<file path="config.mk">
export PLATFORM = sky130hd
export DESIGN_NAME = serial_dac_word_loader
export DESIGN_NICKNAME = d
export VERILOG_FILES = /design/src/include/dac_loader_pkg.sv /design/src/design/pin_sampler.sv /design/src/design/serial_dac_word_loader.sv
export SDC_FILE = /design/constraint.sdc
export NUM_CORES = 1
export LEC_CHECK = 0
export ABC_AREA = 1
export BUFFER_PORTS_ARGS = -buffer_cell sky130_fd_sc_hd__buf_2
export CAP_MARGIN = 10
export CORE_MARGIN = 4
export CORE_UTILIZATION = 40
export CTS_CLUSTER_SIZE = 40
export DETAILED_ROUTE_END_ITERATION = 6
export PLACE_DENSITY_LB_ADDON = 0.05
export SKIP_CTS_REPAIR_TIMING = 1
export SLEW_MARGIN = 20
export SYNTH_ARGS = -nofsm -noshare
export SYNTH_HDL_FRONTEND = slang
export SYNTH_SLANG_ARGS = --single-unit
</file>
<file path="constraint.sdc">
create_clock -name ref_clk -period 5.1 [get_ports ref_clk]
set_input_delay 1.02 -clock ref_clk [delete_from_list [all_inputs] [get_ports ref_clk]]
set_output_delay 1.02 -clock ref_clk [all_outputs]
set_load 0.02 [all_outputs]
</file>
<file path="src/include/dac_loader_pkg.sv">
package dac_loader_pkg;

	// Serial word layout.
	localparam int unsigned WORD_BITS = 16;
	localparam int unsigned CNT_BITS  = 5;
	localparam int unsigned CMD_MSB   = 15;
	localparam int unsigned CMD_LSB   = 12;
	localparam int unsigned CMD_BITS  = 4;
	localparam int unsigned DATA_BITS = 12;
	localparam logic [CNT_BITS-1:0] LAST_EDGE = 5'h0F;

	// Pin sampler lanes.
	localparam int unsigned PIN_COUNT = 3;
	localparam int unsigned PIN_SCLK  = 0;
	localparam int unsigned PIN_SYNC  = 1;
	localparam int unsigned PIN_DATA  = 2;

	// Command field codes.
	localparam logic [CMD_BITS-1:0] CMD_NOP       = 4'h0;
	localparam logic [CMD_BITS-1:0] CMD_LOAD      = 4'h1;
	localparam logic [CMD_BITS-1:0] CMD_READBACK  = 4'h2;
	localparam logic [CMD_BITS-1:0] CMD_EDGE_FALL = 4'hB;
	localparam logic [CMD_BITS-1:0] CMD_EDGE_RISE = 4'hC;

	// Reset values.
	localparam logic [WORD_BITS-1:0] SHIFT_RST = 16'h0000;
	localparam logic [DATA_BITS-1:0] DAC_RST   = 12'h000;
	localparam logic [CNT_BITS-1:0]  CNT_RST   = 5'h00;
	localparam logic                 EDGE_RST  = 1'b0;

	typedef enum logic [1:0] {
		ST_IDLE  = 2'b00,
		ST_SHIFT = 2'b01,
		ST_HOLD  = 2'b10
	} link_state_e;

endpackage

</file>
<file path="src/design/pin_sampler.sv">
`timescale 1ns/1ps

module pin_sampler (
	input  wire logic                                  ref_clk,
	input  wire logic                                  sys_rst,
	input  wire logic [dac_loader_pkg::PIN_COUNT-1:0] pin_in,
	output logic      [dac_loader_pkg::PIN_COUNT-1:0] level,
	output logic      [dac_loader_pkg::PIN_COUNT-1:0] rise,
	output logic      [dac_loader_pkg::PIN_COUNT-1:0] fall
);

	typedef struct packed {
		logic [dac_loader_pkg::PIN_COUNT-1:0] meta;
		logic [dac_loader_pkg::PIN_COUNT-1:0] stable;
		logic [dac_loader_pkg::PIN_COUNT-1:0] prev;
	} sampler_s;

	sampler_s st_ff;
	sampler_s nxt_st;

	// The first stage is read only by the second stage; edges come from later stages.
	always_comb begin
		nxt_st        = st_ff;
		nxt_st.meta   = pin_in;
		nxt_st.stable = st_ff.meta;
		nxt_st.prev   = st_ff.stable;
	end

	always_ff @(posedge ref_clk) begin
		if (sys_rst) begin
			st_ff <= '0;
		end else begin
			st_ff <= nxt_st;
		end
	end

	genvar i;
	generate
		for (i = 0; i < dac_loader_pkg::PIN_COUNT; i++) begin : g_lane
			assign level[i] = st_ff.stable[i];
			assign rise[i]  = st_ff.stable[i] & ~st_ff.prev[i];
			assign fall[i]  = ~st_ff.stable[i] & st_ff.prev[i];
		end
	endgenerate

endmodule

</file>
<file path="src/design/serial_dac_word_loader.sv">
`timescale 1ns/1ps

// Function
// - After reset, data is captured on the falling shift-clock edge until changed.
// - Command bits in the serial word can switch capture to the rising edge.
// - A 16-bit shift register takes one serial input bit per active edge.
// - Frame line falling opens the input path and enables the shift register.
// - Active edges are counted and, for a load command, the data field is latched on the sixteenth.
// - Serial output changes on the shift-clock edge opposite to capture.
// - The readback command loads the DAC register for shifting out.
// - Serial output carries shifted data so a following device can chain.
module serial_dac_word_loader (
	input  wire logic                                  ref_clk,
	input  wire logic                                  sys_rst,
	input  wire logic                                  sclk_pin,
	input  wire logic                                  sync_n,
	input  wire logic                                  serial_in,
	output logic                                       serial_out,
	output logic      [dac_loader_pkg::DATA_BITS-1:0] dac_code,
	output logic                                       dac_update,
	output logic                                       capture_rising,
	output logic                                       frame_active
);

	typedef struct packed {
		dac_loader_pkg::link_state_e               state;
		logic [dac_loader_pkg::WORD_BITS-1:0]      shift;
		logic [dac_loader_pkg::CNT_BITS-1:0]       count;
		logic [dac_loader_pkg::DATA_BITS-1:0]      dac;
		logic                                      cap_rise;
		logic                                      out_bit;
		logic                                      update;
	} loader_s;

	loader_s st_ff;
	loader_s nxt_st;

	logic [dac_loader_pkg::PIN_COUNT-1:0] pin_vec;
	logic [dac_loader_pkg::PIN_COUNT-1:0] pin_level;
	logic [dac_loader_pkg::PIN_COUNT-1:0] pin_rise;
	logic [dac_loader_pkg::PIN_COUNT-1:0] pin_fall;

	logic                                  frame_start;
	logic                                  frame_end;
	logic                                  cap_edge;
	logic                                  out_edge;
	logic                                  data_bit;
	logic [dac_loader_pkg::WORD_BITS-1:0]  new_word;
	logic [dac_loader_pkg::CMD_BITS-1:0]   new_cmd;

	// All three pins pass the same three stages, so data keeps its alignment to the clock edges.
	assign pin_vec[dac_loader_pkg::PIN_SCLK] = sclk_pin;
	assign pin_vec[dac_loader_pkg::PIN_SYNC] = sync_n;
	assign pin_vec[dac_loader_pkg::PIN_DATA] = serial_in;

	pin_sampler u_pins (
		.ref_clk (ref_clk),
		.sys_rst (sys_rst),
		.pin_in  (pin_vec),
		.level   (pin_level),
		.rise    (pin_rise),
		.fall    (pin_fall)
	);

	assign frame_start = pin_fall[dac_loader_pkg::PIN_SYNC];
	assign frame_end   = pin_rise[dac_loader_pkg::PIN_SYNC];
	assign data_bit    = pin_level[dac_loader_pkg::PIN_DATA];

	// The capture edge follows the stored selection; the output edge is always the other one.
	assign cap_edge = st_ff.cap_rise ? pin_rise[dac_loader_pkg::PIN_SCLK]
	                                 : pin_fall[dac_loader_pkg::PIN_SCLK];
	assign out_edge = st_ff.cap_rise ? pin_fall[dac_loader_pkg::PIN_SCLK]
	                                 : pin_rise[dac_loader_pkg::PIN_SCLK];

	assign new_word = {st_ff.shift[dac_loader_pkg::WORD_BITS-2:0], data_bit};
	assign new_cmd  = new_word[dac_loader_pkg::CMD_MSB:dac_loader_pkg::CMD_LSB];

	always_comb begin
		nxt_st        = st_ff;
		nxt_st.update = 1'b0;
		unique case (st_ff.state)
			dac_loader_pkg::ST_IDLE: begin
				if (frame_start) begin
					nxt_st.state   = dac_loader_pkg::ST_SHIFT;
					nxt_st.count   = dac_loader_pkg::CNT_RST;
					nxt_st.out_bit = st_ff.shift[dac_loader_pkg::WORD_BITS-1];
				end
			end
			dac_loader_pkg::ST_SHIFT: begin
				if (frame_end) begin
					nxt_st.state = dac_loader_pkg::ST_IDLE;
				end else if (cap_edge) begin
					nxt_st.shift = new_word;
					nxt_st.count = st_ff.count + 5'h01;
					if (st_ff.count == dac_loader_pkg::LAST_EDGE) begin
						nxt_st.state = dac_loader_pkg::ST_HOLD;
						case (new_cmd)
							dac_loader_pkg::CMD_LOAD: begin
								nxt_st.dac    = new_word[dac_loader_pkg::DATA_BITS-1:0];
								nxt_st.update = 1'b1;
							end
							dac_loader_pkg::CMD_READBACK: begin
								nxt_st.shift = {dac_loader_pkg::CMD_NOP, st_ff.dac};
							end
							dac_loader_pkg::CMD_EDGE_RISE: begin
								nxt_st.cap_rise = 1'b1;
							end
							dac_loader_pkg::CMD_EDGE_FALL: begin
								nxt_st.cap_rise = 1'b0;
							end
							default: begin
								nxt_st.update = 1'b0;
							end
						endcase
					end
				end else if (out_edge) begin
					nxt_st.out_bit = st_ff.shift[dac_loader_pkg::WORD_BITS-1];
				end
			end
			dac_loader_pkg::ST_HOLD: begin
				// Extra bits keep passing through for the next device, but nothing is latched again.
				if (frame_end) begin
					nxt_st.state = dac_loader_pkg::ST_IDLE;
				end else if (cap_edge) begin
					nxt_st.shift = new_word;
				end else if (out_edge) begin
					nxt_st.out_bit = st_ff.shift[dac_loader_pkg::WORD_BITS-1];
				end
			end
			default: begin
				nxt_st.state = dac_loader_pkg::ST_IDLE;
			end
		endcase
	end

	always_ff @(posedge ref_clk) begin
		if (sys_rst) begin
			st_ff.state    <= dac_loader_pkg::ST_IDLE;
			st_ff.shift    <= dac_loader_pkg::SHIFT_RST;
			st_ff.count    <= dac_loader_pkg::CNT_RST;
			st_ff.dac      <= dac_loader_pkg::DAC_RST;
			st_ff.cap_rise <= dac_loader_pkg::EDGE_RST;
			st_ff.out_bit  <= 1'b0;
			st_ff.update   <= 1'b0;
		end else begin
			st_ff <= nxt_st;
		end
	end

	assign serial_out     = st_ff.out_bit;
	assign dac_code       = st_ff.dac;
	assign dac_update     = st_ff.update;
	assign capture_rising = st_ff.cap_rise;
	assign frame_active   = (st_ff.state != dac_loader_pkg::ST_IDLE);

endmodule

</file>
# Word-level counts from Yosys, hierarchy flattened
# Cells that the tools add are included.
# word_totals
elab_cells,77
register_bits,46
input_bits,5
out_inout_bits,16
# classes
add_sub_neg,1
n_reduce_logical,13
muxes,26
bitwise,12
eq_ne,15
# ops
cell,count
36-bit two-way mux,2
16-bit two-way mux,3
16-bit one-hot mux with 2 select lines,1
18-bit two-way mux,1
5-bit AND reduction,3
13-bit two-way mux,1
12-bit two-way mux,1
"2-bit inequality test, second input constant",6
4-bit AND reduction,3
5-bit one-hot mux with 2 select lines,1
1-bit two-way mux,9
"4-bit equality test, second input constant",2
1-bit inverter,8
2-bit nonzero test,4
2-bit two-way mux,3
"3-bit inequality test, second input constant",2
2-bit one-hot mux with 3 select lines,1
"5-bit by 1-bit adder with 5-bit output, second input constant",1
"5-bit by 4-bit equality test with 1-bit output, second input constant",1
5-bit two-way mux,1
5-bit OR reduction,1
1-bit bitwise AND,4
"4-bit by 1-bit equality test with 1-bit output, second input constant",1
"4-bit by 2-bit equality test with 1-bit output, second input constant",1
6 further kinds,6

# Logic depth before layout (Yosys ltp)
# logic_depth
word_depth,7
depth_mapped,13
ltp_nobuf,11

# By module
# From an unflattened synthesis, not the netlist that was laid out.
# hier_totals
cells_unflattened,372
area_unflattened_um2,2476.1
# by_module_without_submodules
mod,area_per_inst_um2,instances,cells_per_inst
serial_dac_word_loader,2160.8,1,332
pin_sampler,315.3,1,40

# Worst setup path before layout
# OpenSTA, ideal clock, no wires.
# synth_timing
path_kind,flip-flop to output port
from,reg st_ff[36] (netlist name)
to,out frame_active
t_required_ns,4.080
path_stages_with_launch,4
path_slack_ns,3.277
arrival_ns,0.803
path_cell_list,dfxtp_1 inv_1 ha_1 inv_1
# synth_between
elab_chain_len,1
# synth_lines
element,line,text
start: declaration,serial_dac_word_loader.sv:35,loader_s st_ff;
start signal: assignment,serial_dac_word_loader.sv:146,st_ff <= nxt_st;
2-bit nonzero test,serial_dac_word_loader.sv:154,assign frame_active = (st_ff.state != dac_loader_pkg::ST_IDLE);
end: declaration,serial_dac_word_loader.sv:22,output logic frame_active
# Every way passes these cells.

# Worst setup path in the final report
# layout_timing
from,reg st_ff[15] (netlist name)
to,reg st_ff (netlist bit new_cmd[2])
# layout_between
elab_chain_len,5
# layout_lines
element,line,text
5-bit by 4-bit equality test with 1-bit output,serial_dac_word_loader.sv:95,if (st_ff.count == dac_loader_pkg::LAST_EDGE) begin
18-bit two-way mux,serial_dac_word_loader.sv:95,
36-bit two-way mux,serial_dac_word_loader.sv:92,end else if (cap_edge) begin
36-bit two-way mux,serial_dac_word_loader.sv:90,if (frame_end) begin
16-bit one-hot mux with 2 select lines,serial_dac_word_loader.sv:81,unique case (st_ff.state)
# Every way passes these cells. The select of a mux whose other input is x is not followed.
# A chain may end at the register's enable or synchronous reset.

==> flow_summary_export.csv <==
group,metric,value,unit
outcome,status,"finished, final reports clean",
synthesis,synth_top_family_by_area,"simple AND/OR/NAND/NOR gates",
synthesis,synthArstFlopShare,0,%
sta,hold_viol_final,0,
die,die_x,84.7,µm
setup_path,reg2reg_from,"st_ff[15]",
sta,tightest_slew,844,ps
die,dieHeight,84.7,µm
clock_tree,cts_max_level,2,
detailed_routing,drtIter0Drc,98,
sta,post-route-period-util,59.9,%
placed_design,io_buffers,20,
setup_path,required,5290,ps
clock_tree,cts_buffer_depth,2,
clock_tree,cts_tree,"yes",
synthesis,synth_compound_area_share,14.3,%
grt,antenna_found_initial,0,
setup_path,crit_type,"reg -> reg",
clock_tree,clk_latency,300,ps
worst_hold_path,hold_class,"reg -> reg",
synthesis,syn_inst,325,
setup_path,crit_end,"new_cmd[2]",
setup_path,r2r_slack,2040,ps
clock_tree,cts.sinks,46,
die,die_area,0.00718,mm²
sta,slew_headroom,43.5,%
flow_run,max_cap_violations,0,
setup_path,startpoint_type,"flip-flop",
synthesis,synthDistinctLibCells,32,
synthesis,yosysWarnings,0,
sta,layout_setup_ws,2040,ps
placed_design,gp_congestion,0.780,
synthesis,synth-seq-cells,46,
grt,grt-ovfl-total,0,
placed_design,place_hpwl,3.30,mm
sta,fmaxAchievable,327,MHz
clock_tree,cts_buffers,5,
grt,grt_max_degree,29,
die,core,0.00561,mm²
power_and_ir_drop,p_per_area,275,mW/mm²
sta,fin_crit,3060,ps
finish,layout-drive-gt1-share,13.5,%
placed_design,pre_cts_slack,2060,ps
synthesis,yosys.area_share.xor_xnor,0,%
sta,setup_viol,0,
grt,grt_pass1_wl,8.69,mm
synthesis,syn_area_per_cell,7.25,µm²
synthesis,synthMuxAreaShare,0,%
synthesis,synth_fa_ha_area_share,3.72,%
finish,diodes,0,
finish,area_growth,3.77,%
setup_path,critPathMaxFanout,19,
grt,track_usage,14.7,%
finish,layout_common_cells,"64 x nand2_1, 50 x nor2_1, 46 x dfxtp_1",
grt,first_global_vias,1831,
synthesis,syn-num-nets,337,
power_and_ir_drop,leakagePower,1.12,nW
detailed_routing,drt-pass1-iter-count,4,
die,initial_core_util,42.0,%
power_and_ir_drop,power.total,0.672,mW
setup_path,arrival,3240,ps
power_and_ir_drop,vdd_ir_drop_max,0.168,mV
detailed_routing,wl_per_cell,12.4,µm
setup_path,reg2reg_to,"new_cmd[2]",
detailed_routing,routed_via_density,5.01,
finish,final_common_cell,"nand2_1",
synthesis,synth_edf_count,0,
die,core.rowCount,27,
setup_path,worst-r2r-cell-count,11,
synthesis,synthFlopType,"dfxtp_1",
sta,drv_slew,0,
setup_path,startpoint,"st_ff[15]",
synthesis,synth_area,0.00236,mm²
synthesis,synth-simple-area-share,29.4,%
setup_path,endpoint_kind,"flip-flop",
detailed_routing,ant_nets,0,
synthesis,synth_seq_area_share,39.1,%
sta,setup-tns-final,0,ps
clock_tree,root_buffer,"clkbuf_8",
detailed_routing,drc,0,
finish,final_nets,339,
detailed_routing,drt-total-wl,4.95,mm
sta,clock_skew,6.48,ps
detailed_routing,vias,2000,
clock_tree,clk_pin_slew_worst_paths,80,ps
sta,grt_setup_unrepaired,"false",
die,ioPinCount,21,
[power breakdown]
part           switching (mW)  internal (mW)  leakage [nW]  total [mW]
Clock                   0.117         0.0946        0.0383       0.212
Sequential            0.00670          0.370         0.373       0.376
Combinational          0.0565         0.0266         0.708      0.0831
[worst min path at each step]
stage               cells past startpoint         endpoint              from  slack, ps
floorplan                               2  u_pins.level[0]  u_pins.nxt_st[3]        390
global placement                        2  u_pins.level[0]  u_pins.nxt_st[3]        390
detailed placement                      2  u_pins.level[0]  u_pins.nxt_st[3]        400
CTS                                     2  u_pins.level[0]  u_pins.nxt_st[3]        410
global route                            2  u_pins.level[0]  u_pins.nxt_st[3]        430
finish                                  2  u_pins.level[0]  u_pins.nxt_st[3]        400
[final cells by class]
class | instances | area, µm²
clock buffer | 7 | 76.3
fill | 609 | 3160
inverter | 37 | 141
multi-input combinational | 217 | 1120
sequential | 46 | 921
tap | 72 | 90.1
timing repair buffer | 20 | 100
[through the flow]
stage | instances | cell area [µm²] | utilization, % | hold slack, ps
after floorplan | 325 | 2360 | - | 388
after global placement | 392 | 2370 | 42.2 | 389
after detailed placement | 392 | 2370 | 42.2 | 396
after CTS | 399 | 2440 | 43.6 | 408
after global routing | 399 | 2440 | 43.6 | 434
final | 399 | 2440 | 43.6 | 404
[cells by family after synthesis]
logic type	after synthesis
AND/OR/NAND/NOR	152
buffers and inverters	62
AO/OA/AOI/OAI	58
flip-flops	46
adder cells (fa/ha/maj)	7
[cells in the mapped netlist (all sizes together), types with 3 or more instances]
master	count	area share (%)
a31oi	12	3.2
nor3	5	1.5
nand2	68	12
o21ai	31	6.9
ha	7	3.7
inv	36	5.8
nand4	3	0.80
dfxtp	46	39
buf	21	6.9
nand3	23	5.6
clkbuf	4	0.64
nor2	53	9.8
a21oi	11	2.3
[critical path: stages, from the launching register on]
cell and delay, ps:
dfxtp_1 370, ha_1 180, nand2_1 70, nor2_1 90, ha_1 650, nand2_1 140, nor3_2 540, nand2_1 470
nand2_1 230, o21ai_0 90, inv_1 70, nor2_1 40
[per-layer routing]
layer	GRT usage, %	wire (µm)	vias up	part of all wire [%]
met5	0	0	-	0
met1	21.1	2500	907	51
met2	21.6	2090	56	42
met3	4.02	301	6	6.1
met4	3.88	52	0	1.1
li1	-	-	1031	-
[sequential cells by signal, summed over array words and instances, names as in the netlist]
| signal | count |
|---|---|
| dac_code | 12 |
| u_pins.level | 3 |
| serial_out | 1 |
| new_cmd | 4 |
| capture_rising | 1 |
| dac_update | 1 |
| new_word | 11 |
| u_pins.nxt_st | 3 |
| u_pins.st_ff | 2 |
| st_ff | 8 |
No activity file was read; power rests on OpenSTA's default activity.
